--- config.mk ---
export PLATFORM = sky130hd
export DESIGN_NAME = sysctl_brownout_reset_irq
export DESIGN_NICKNAME = d
export VERILOG_FILES = /design/src/rtl/sysctl_pkg.sv /design/src/rtl/sysctl_brownout_reset_irq.sv
export VERILOG_INCLUDE_DIRS = /design/src /design/src/rtl
export SDC_FILE = /design/constraint.sdc
export NUM_CORES = 1
export LEC_CHECK = 0
export BUFFER_PORTS_ARGS = -buffer_cell sky130_fd_sc_hd__buf_2
export CAP_MARGIN = 20
export CORE_ASPECT_RATIO = 0.9
export CORE_MARGIN = 2
export CORE_UTILIZATION = 48
export DETAILED_ROUTE_END_ITERATION = 6
export MAX_ROUTING_LAYER = met4
export PLACE_DENSITY = 0.79
export SLEW_MARGIN = 20
export SYNTH_ARGS = -nofsm -noshare
export SYNTH_HDL_FRONTEND = slang
export SYNTH_SLANG_ARGS = --single-unit
--- constraint.sdc ---
create_clock -name clock -period 4.3 [get_ports clock]
set_clock_uncertainty 0.1 [all_clocks]
set_input_delay 0.645 -clock clock [delete_from_list [all_inputs] [get_ports clock]]
set_output_delay 0.645 -clock clock [all_outputs]
set_load 0.01 [all_outputs]
--- src/rtl/sysctl_cfg.svh ---
// Offsets, field positions, reset values and timing for the system control slice
`ifndef SYSCTL_CFG_SVH
`define SYSCTL_CFG_SVH

// ****************************************
// Register offsets
// ****************************************
`define OFS_BROWNOUT_CONTROL 12'h030
`define OFS_REGULATOR_TRIM 12'h034
`define OFS_SOFT_RESET_CTRL_0 12'h040
`define OFS_SOFT_RESET_CTRL_1 12'h044
`define OFS_SOFT_RESET_CTRL_2 12'h048
`define OFS_RAW_EVENT_STATUS 12'h050
`define OFS_EVENT_MASK 12'h054
`define OFS_MASKED_STATUS 12'h058

// ****************************************
// Fields and reset values
// ****************************************
`define BO_NOISE_CHECK_BIT 0
`define BO_RESET_SELECT_BIT 1
`define BO_WAIT_LSB 2
`define BO_WAIT_MSB 15
`define BO_WAIT_RESET 14'h1FFF
`define BO_NOISE_CHECK_RESET 1'h1
`define BO_RESET_SELECT_RESET 1'h0
`define TRIM_WIDTH 6
`define TRIM_RESET 6'h00
`define SRC1_WRITABLE 32'h0303_0011
`define SRC2_WRITABLE 32'h0000_0007
`define EVENT_WIDTH 7
`define EV_PLL_FAULT 0
`define EV_BROWNOUT 1
`define EV_REG_UNREG 2
`define EV_MAIN_OSC 3
`define EV_BOOT_OSC 4
`define EV_CURRENT_LIMIT 5
`define EV_PLL_LOCK 6

// ****************************************
// Timing
// ****************************************
// Noise wait must exceed 500 us at 19.5 MHz boot oscillator: more than 9750 clocks
`define BO_PULSE_US 500
`define BO_OSC_MAX_KHZ 19500
`define BO_MIN_WAIT_COUNT ((`BO_PULSE_US * `BO_OSC_MAX_KHZ) / 1000)

`endif

--- src/rtl/sysctl_pkg.sv ---
// Types shared by the system control slice
package sysctl_pkg;

    typedef struct packed {
        logic [13:0] wait_count;
        logic reset_select;
        logic noise_check;
    } brownout_ctrl_t;

    typedef struct packed {
        logic pll_lock;
        logic current_limit;
        logic boot_osc_fault;
        logic main_osc_fault;
        logic regulator_unreg;
        logic brownout;
        logic pll_fault;
    } event_vec_t;

    typedef enum logic [1:0] {
        BO_IDLE,
        BO_WAIT,
        BO_HOLD
    } bo_state_t;

endpackage

--- src/rtl/sysctl_brownout_reset_irq.sv ---
// Brown-out response, regulator trim, software resets and system event status
// Notes on behaviour
// - Wait count in brown-out control bits 15:2, reset 0x1FFF boot-oscillator clocks.
// - Wait count field wide enough for over 10000 clocks.
// - With noise check set, brown-out waits programmed periods then resamples.
// - Still asserted after wait raises brown-out; deasserted suppresses everything.
// - Noise check clear: no resample, brown-out reported at once.
// - Select bit set routes brown-out to reset, clear routes to interrupt.
// - Six-bit regulator trim code selects output voltage; high codes reserved.
// - Soft reset bits change only where capability shows peripheral present.
// - Second reset register: comparators 25/24, timers 17/16, serial 4, 0.
// - Third reset register: GPIO C, B, A at bits 2, 1, 0.
// - Raw status bits ignore software writes and read zero after reset.
// - Raw bit 6 sets on PLL ready timer.
// - Raw bit 5 sets on regulator current limit.
// - Raw bit 4 on boot oscillator fault, bit 3 main oscillator.
// - Raw bit 2 sets when regulator is unregulated.
// - Raw bit 1 on brown-out; interrupt only if masked-in and select clear.
// - Raw bit 0 sets on PLL fault.
// - Mask register bits 6:0 read/write, reset 0, upper bits zero.
// - Interrupt raised when a raw bit and its mask are both set; bit 1 also needs select clear.
// - Writing 1 to masked status clears it and the raw bit.
//
// Implementation choice: the plain strobed port.
`timescale 1ns/100ps
`include "sysctl_cfg.svh"

module sysctl_brownout_reset_irq (
    input wire logic clock,
    input wire logic rst_n,
    input wire logic [11:0] addr,
    input wire logic [31:0] wdata,
    input wire logic wr_en,
    input wire logic rd_en,
    output logic [31:0] rdata,
    input wire logic boot_osc_clk,
    input wire logic brownout_detect,
    input wire logic pll_ready,
    input wire logic current_limit,
    input wire logic boot_osc_fault,
    input wire logic main_osc_fault,
    input wire logic regulator_unreg,
    input wire logic pll_fault,
    input wire logic [31:0] capability_mask_one,
    input wire logic [31:0] capability_mask_two,
    input wire logic [31:0] capability_mask_four,
    output logic [`TRIM_WIDTH-1:0] regulator_trim_code,
    output logic [31:0] periph_reset_0,
    output logic [31:0] periph_reset_1,
    output logic [31:0] periph_reset_2,
    output logic brownout_reset_req,
    output logic sys_irq
);

    // ****************************************
    // Input synchronisers
    // ****************************************
    // Three stages; a change counts only once stages two and three agree
    localparam int NSYNC = 8;
    logic [NSYNC-1:0] raw_in;
    logic [NSYNC-1:0] s1_ff;
    logic [NSYNC-1:0] s2_ff;
    logic [NSYNC-1:0] s3_ff;
    logic [NSYNC-1:0] clean_ff;
    logic [NSYNC-1:0] clean_prev_ff;

    assign raw_in = {boot_osc_clk, pll_ready, current_limit, boot_osc_fault,
                     main_osc_fault, regulator_unreg, brownout_detect, pll_fault};

    always_ff @(posedge clock or negedge rst_n) begin
        if (!rst_n) begin
            s1_ff <= '0;
            s2_ff <= '0;
            s3_ff <= '0;
            clean_ff <= '0;
            clean_prev_ff <= '0;
        end else begin
            s1_ff <= raw_in;
            s2_ff <= s1_ff;
            s3_ff <= s2_ff;
            for (int i = 0; i < NSYNC; i++) begin
                if (s2_ff[i] == s3_ff[i]) begin
                    clean_ff[i] <= s3_ff[i];
                end
            end
            clean_prev_ff <= clean_ff;
        end
    end

    logic bo_level;
    logic bo_rise;
    logic osc_tick;
    logic [6:0] ev_rise;

    assign bo_level = clean_ff[1];
    assign bo_rise = clean_ff[1] & ~clean_prev_ff[1];
    assign osc_tick = clean_ff[7] & ~clean_prev_ff[7];
    assign ev_rise = clean_ff[6:0] & ~clean_prev_ff[6:0];

    // ****************************************
    // Register file
    // ****************************************
    sysctl_pkg::brownout_ctrl_t bo_ctrl_ff;
    logic [`TRIM_WIDTH-1:0] trim_ff;
    logic [31:0] src0_ff;
    logic [31:0] src1_ff;
    logic [31:0] src2_ff;
    logic [`EVENT_WIDTH-1:0] mask_ff;
    logic [`EVENT_WIDTH-1:0] raw_ff;
    logic [`EVENT_WIDTH-1:0] masked;

    logic wr_bo;
    logic wr_trim;
    logic wr_src0;
    logic wr_src1;
    logic wr_src2;
    logic wr_mask;
    logic wr_misc;

    assign wr_bo = wr_en && (addr == `OFS_BROWNOUT_CONTROL);
    assign wr_trim = wr_en && (addr == `OFS_REGULATOR_TRIM);
    assign wr_src0 = wr_en && (addr == `OFS_SOFT_RESET_CTRL_0);
    assign wr_src1 = wr_en && (addr == `OFS_SOFT_RESET_CTRL_1);
    assign wr_src2 = wr_en && (addr == `OFS_SOFT_RESET_CTRL_2);
    assign wr_mask = wr_en && (addr == `OFS_EVENT_MASK);
    assign wr_misc = wr_en && (addr == `OFS_MASKED_STATUS);

    always_ff @(posedge clock or negedge rst_n) begin
        if (!rst_n) begin
            bo_ctrl_ff.wait_count <= `BO_WAIT_RESET;
            bo_ctrl_ff.reset_select <= `BO_RESET_SELECT_RESET;
            bo_ctrl_ff.noise_check <= `BO_NOISE_CHECK_RESET;
        end else if (wr_bo) begin
            bo_ctrl_ff.wait_count <= wdata[`BO_WAIT_MSB:`BO_WAIT_LSB];
            bo_ctrl_ff.reset_select <= wdata[`BO_RESET_SELECT_BIT];
            bo_ctrl_ff.noise_check <= wdata[`BO_NOISE_CHECK_BIT];
        end
    end

    // Reserved trim codes are stored as written; the regulator decides what they mean
    always_ff @(posedge clock or negedge rst_n) begin
        if (!rst_n) begin
            trim_ff <= `TRIM_RESET;
        end else if (wr_trim) begin
            trim_ff <= wdata[`TRIM_WIDTH-1:0];
        end
    end

    // Bits of absent peripherals keep their value, so they stay zero
    always_ff @(posedge clock or negedge rst_n) begin
        if (!rst_n) begin
            src0_ff <= '0;
            src1_ff <= '0;
            src2_ff <= '0;
        end else begin
            if (wr_src0) begin
                src0_ff <= (wdata & capability_mask_one) | (src0_ff & ~capability_mask_one);
            end
            if (wr_src1) begin
                src1_ff <= ((wdata & capability_mask_two) | (src1_ff & ~capability_mask_two))
                           & `SRC1_WRITABLE;
            end
            if (wr_src2) begin
                src2_ff <= ((wdata & capability_mask_four) | (src2_ff & ~capability_mask_four))
                           & `SRC2_WRITABLE;
            end
        end
    end

    always_ff @(posedge clock or negedge rst_n) begin
        if (!rst_n) begin
            mask_ff <= '0;
        end else if (wr_mask) begin
            mask_ff <= wdata[`EVENT_WIDTH-1:0];
        end
    end

    // ****************************************
    // Brown-out qualifier
    // ****************************************
    // Wait is counted in boot-oscillator edges seen through the synchroniser, so
    // the boot clock must be well below half the system clock
    sysctl_pkg::bo_state_t bo_state_ff;
    logic [13:0] bo_cnt_ff;
    logic bo_event;

    always_ff @(posedge clock or negedge rst_n) begin
        if (!rst_n) begin
            bo_state_ff <= sysctl_pkg::BO_IDLE;
            bo_cnt_ff <= '0;
        end else begin
            case (bo_state_ff)
                sysctl_pkg::BO_IDLE: begin
                    if (bo_rise) begin
                        if (bo_ctrl_ff.noise_check) begin
                            bo_state_ff <= sysctl_pkg::BO_WAIT;
                            bo_cnt_ff <= bo_ctrl_ff.wait_count;
                        end else begin
                            bo_state_ff <= sysctl_pkg::BO_HOLD;
                        end
                    end
                end
                sysctl_pkg::BO_WAIT: begin
                    if (bo_cnt_ff == 14'h0000) begin
                        // Resample: low again means noise, drop the event
                        bo_state_ff <= bo_level ? sysctl_pkg::BO_HOLD
                                                : sysctl_pkg::BO_IDLE;
                    end else if (osc_tick) begin
                        bo_cnt_ff <= bo_cnt_ff - 14'h0001;
                    end
                end
                sysctl_pkg::BO_HOLD: begin
                    // Stay here until the supervisor releases, one event per assertion
                    if (!bo_level) begin
                        bo_state_ff <= sysctl_pkg::BO_IDLE;
                    end
                end
                default: begin
                    bo_state_ff <= sysctl_pkg::BO_IDLE;
                end
            endcase
        end
    end

    assign bo_event = (bo_state_ff == sysctl_pkg::BO_WAIT && bo_cnt_ff == 14'h0000 && bo_level)
                   || (bo_state_ff == sysctl_pkg::BO_IDLE && bo_rise
                       && !bo_ctrl_ff.noise_check);

    // ****************************************
    // Raw event status
    // ****************************************
    logic [`EVENT_WIDTH-1:0] ev_set;

    always_comb begin
        ev_set = '0;
        ev_set[`EV_PLL_LOCK] = ev_rise[6];
        ev_set[`EV_CURRENT_LIMIT] = ev_rise[5];
        ev_set[`EV_BOOT_OSC] = ev_rise[4];
        ev_set[`EV_MAIN_OSC] = ev_rise[3];
        ev_set[`EV_REG_UNREG] = ev_rise[2];
        ev_set[`EV_BROWNOUT] = bo_event;
        ev_set[`EV_PLL_FAULT] = ev_rise[0];
    end

    assign masked = raw_ff & mask_ff;

    // Set beats clear in the same cycle so no event is lost
    always_ff @(posedge clock or negedge rst_n) begin
        if (!rst_n) begin
            raw_ff <= '0;
        end else begin
            for (int i = 0; i < `EVENT_WIDTH; i++) begin
                if (ev_set[i]) begin
                    raw_ff[i] <= 1'b1;
                end else if (wr_misc && wdata[i] && masked[i]) begin
                    raw_ff[i] <= 1'b0;
                end
            end
        end
    end

    // ****************************************
    // Outputs
    // ****************************************
    logic [`EVENT_WIDTH-1:0] irq_src;
    logic brq_ff;
    logic irq_ff;

    always_comb begin
        irq_src = masked;
        // Brown-out routed to reset never interrupts
        irq_src[`EV_BROWNOUT] = masked[`EV_BROWNOUT] & ~bo_ctrl_ff.reset_select;
    end

    always_ff @(posedge clock or negedge rst_n) begin
        if (!rst_n) begin
            brq_ff <= 1'b0;
            irq_ff <= 1'b0;
        end else begin
            brq_ff <= bo_event & bo_ctrl_ff.reset_select;
            irq_ff <= |irq_src;
        end
    end

    assign brownout_reset_req = brq_ff;
    assign sys_irq = irq_ff;
    assign regulator_trim_code = trim_ff;
    assign periph_reset_0 = src0_ff;
    assign periph_reset_1 = src1_ff;
    assign periph_reset_2 = src2_ff;

    // ****************************************
    // Read path
    // ****************************************
    logic [31:0] rd_mux;

    always_comb begin
        rd_mux = 32'h0000_0000;
        if (addr == `OFS_BROWNOUT_CONTROL) begin
            rd_mux = {16'h0000, bo_ctrl_ff};
        end else if (addr == `OFS_REGULATOR_TRIM) begin
            rd_mux = {26'h0000000, trim_ff};
        end else if (addr == `OFS_SOFT_RESET_CTRL_0) begin
            rd_mux = src0_ff;
        end else if (addr == `OFS_SOFT_RESET_CTRL_1) begin
            rd_mux = src1_ff;
        end else if (addr == `OFS_SOFT_RESET_CTRL_2) begin
            rd_mux = src2_ff;
        end else if (addr == `OFS_RAW_EVENT_STATUS) begin
            rd_mux = {25'h0000000, raw_ff};
        end else if (addr == `OFS_EVENT_MASK) begin
            rd_mux = {25'h0000000, mask_ff};
        end else if (addr == `OFS_MASKED_STATUS) begin
            rd_mux = {25'h0000000, masked};
        end
    end

    always_ff @(posedge clock or negedge rst_n) begin
        if (!rst_n) begin
            rdata <= 32'h0000_0000;
        end else begin
            rdata <= rd_en ? rd_mux : 32'h0000_0000;
        end
    end

endmodule

==> flow_metrics.tcl <==
set metrics [dict create \
    worst_pin_slew_ns 0.826 \
    placed_cells 1009 \
    gp_congestion 0.904 \
    syn2layout_area_growth_pct 19.4 \
    ir_drop_uv 434 \
    swShare 0.223 \
    place_area_um2 8360 \
    wl_per_cell_um 17.0 \
    min_period_ns 2.85 \
    die_width_um 136 \
    hold_viol_final 0 \
    min_path_type "input port to async pin" \
    cp-start-kind "input port" \
    drive_gt1_frac 0.347 \
    clockRootBuffer "clkbuf_16" \
    synthCells 648 \
    final_cells 1041 \
    dieHeight_um 123 \
    grt_usage 0.219 \
    pin_count 288 \
    ctsResizeCount 0 \
    mostFrequentLayoutCell "buf_2" \
    drv_slew 0 \
    drc 0 \
    nFillCells 1285 \
    drtIter0Drc 419 \
    cts_sinks 167 \
    num_vias 5520 \
    rsz0062_at_grt "no" \
    slew_headroom 0.450 \
    ys.flop_type "dfrtp_1" \
    setup-tns-final_ns 0 \
    crit_path_end_kind "register" \
    grt_pass1_wl_mm 26.9 \
    cts_buffers 17 \
    outcome "complete, no violations" \
    total_power_uw 3350 \
    antenna_found_initial 0 \
    multiInputGateArea_um2 2910 \
    ant_nets 0 \
    hold_buffers 0 \
    stdcell_area_um2 8950 \
    power_frac_seq 0.485 \
    cp_top_family "simple AND/OR/NAND/NOR gates" \
    slowest_stage "nor4_1" \
    fmax_mhz 351 \
    critPathMaxFanout 16 \
    cp_num_buf_inv 2 \
    avgViaCountPerCell 5.30 \
    worst_path_largest_cell_delay_ns 0.65 \
    async_flop_share 1.00 \
    clock_latency_ns 0.42 \
    start_util 0.489 \
    drt_wl_total_mm 17.7 \
    synth_area_per_cell_um2 11.6 \
    yosysSeqAreaShare 0.560 \
    crit_path_cell_trace "buf_2 > nor4_1 > nand4_1 > nor2_1 > buf_4 > nand2_1 > mux2_2" \
    cp.arrival_ns 3.05 \
    p_comb_frac 0.059 \
    drt_first_pass_iters 5 \
    grt_max_degree 96 \
    power_density_nw_per_um2 375 \
    final_nets 979 \
    cts.reportedPaths.clkPinSlew_ns 0.06 \
    die_area_um2 16600 \
    finalSetupViolCount 0 \
    period_share 0.662 \
    maxCapViolations 0 \
    regArea_um2 4200 \
    p_clk_frac 0.455 \
    clockBufferDepth 2 \
    layout_common_cells "176 x buf_2, 153 x dfrtp_1, 73 x nand2_1" \
    grt_remaining_overflow 0 \
    synth_edf_count 0 \
    netlist_area_um2 7500 \
    ys_types 58 \
    num_rows 43 \
    internal-power_uw 2610 \
    leakage_uw 0.00455 \
    htree_levels 4 \
    dp_hpwl_mm 12.9 \
    grt_pass1_vias 5066 \
    diodes 0 \
    portBuffers 177 \
    core_area_um2 15300 \
    p_sw_uw 746 \
    ys_warn_count 0 \
    path_class "input port to register" \
    cts_tree "yes" \
    ys_seq_elements 167 \
    cts_setup_buffers 0 \
    cp.required_ns 4.50 \
]
Yosys cell counts, drive strengths merged, types with 9 or more instances:
cell type	number	area [µm²]
dfstp	14	368
inv	14	52.6
a21oi	31	155
clkbuf	17	63.8
nor2b	12	75.1
nor2	27	101
mux2i	9	90.1
dfrtp	153	3830
nand2	73	274
and3	12	75.1
a22oi	11	82.6
nand3	10	50.1
o22ai	9	56.3
o21ai	33	165
mux2	73	897
buf	63	478
logic make-up after synthesis:
| kind of cell | share of synthesized area |
|---|---|
| other | 0.000500 |
| adder cells (fa/ha/maj) | 0.0123 |
| AO/OA/AOI/OAI | 0.0926 |
| AND/OR/NAND/NOR | 0.123 |
| flip-flops | 0.560 |
| multiplexers | 0.132 |
| buffers and inverters | 0.0793 |
| XOR/XNOR | 0.00117 |
power groups by stage:
| stage | combinational [µW] | sequential, µW | clock [µW] |
|---|---|---|---|
| 5_1_grt | 223 | 1630 | 1620 |
| 3_5_place_dp | 198 | 1660 | 0 |
| 3_3_place_gp | 196 | 1650 | 0 |
| 6_report | 199 | 1630 | 1530 |
| 4_1_cts | 200 | 1630 | 1550 |
| 2_1_floorplan | 130 | 1650 | 0 |
metrics by stage:
step	worst slack [ns]	utilization	hold slack [ns]
after CTS	1.48	0.584	0.209
after floorplan	1.70	-	0.231
after global placement	1.13	0.545	0.233
final	1.45	0.584	0.189
after global routing	1.27	0.584	0.206
after detailed placement	1.05	0.545	0.235
final timing paths:
check / start / end / slack [ns] / cells after the start
setup / recovery: addr[9] / bo_ctrl_ff[15] / 1.45 / 7
hold / removal: rst_n / async pin / 0.19 / 1
setup reg to reg: bo_cnt_ff[5] / bo_cnt_ff[13] / 1.73 / 5
hold reg to reg: s1_ff[3] / s2_ff[3] / 0.25 / 0
max in group asynchronous: rst_n / bo_ctrl_ff[0] / 2.99 / 2
min in group clock: regulator_unreg / s1_ff[2] / 0.22 / 1
routing by layer:
metal  wire (µm)  share of wire  vias to the layer above  track usage
li1            -              -                     2532            -
met1        7420           0.42                     2709        0.277
met2        8760           0.50                      253        0.355
met3        1240          0.070                       26       0.0483
met4         268          0.015                        0       0.0697
met5           0              0                        -            -
area by class of cell:
cell class	instances	area share
multi-input combinational	441	0.325
sequential	167	0.469
timing repair buffer	185	0.106
clock inverter	8	0.0141
clock buffer	24	0.0516
tap	202	0.0282
inverter	14	0.00587
Power figures use the tool's default switching activity.
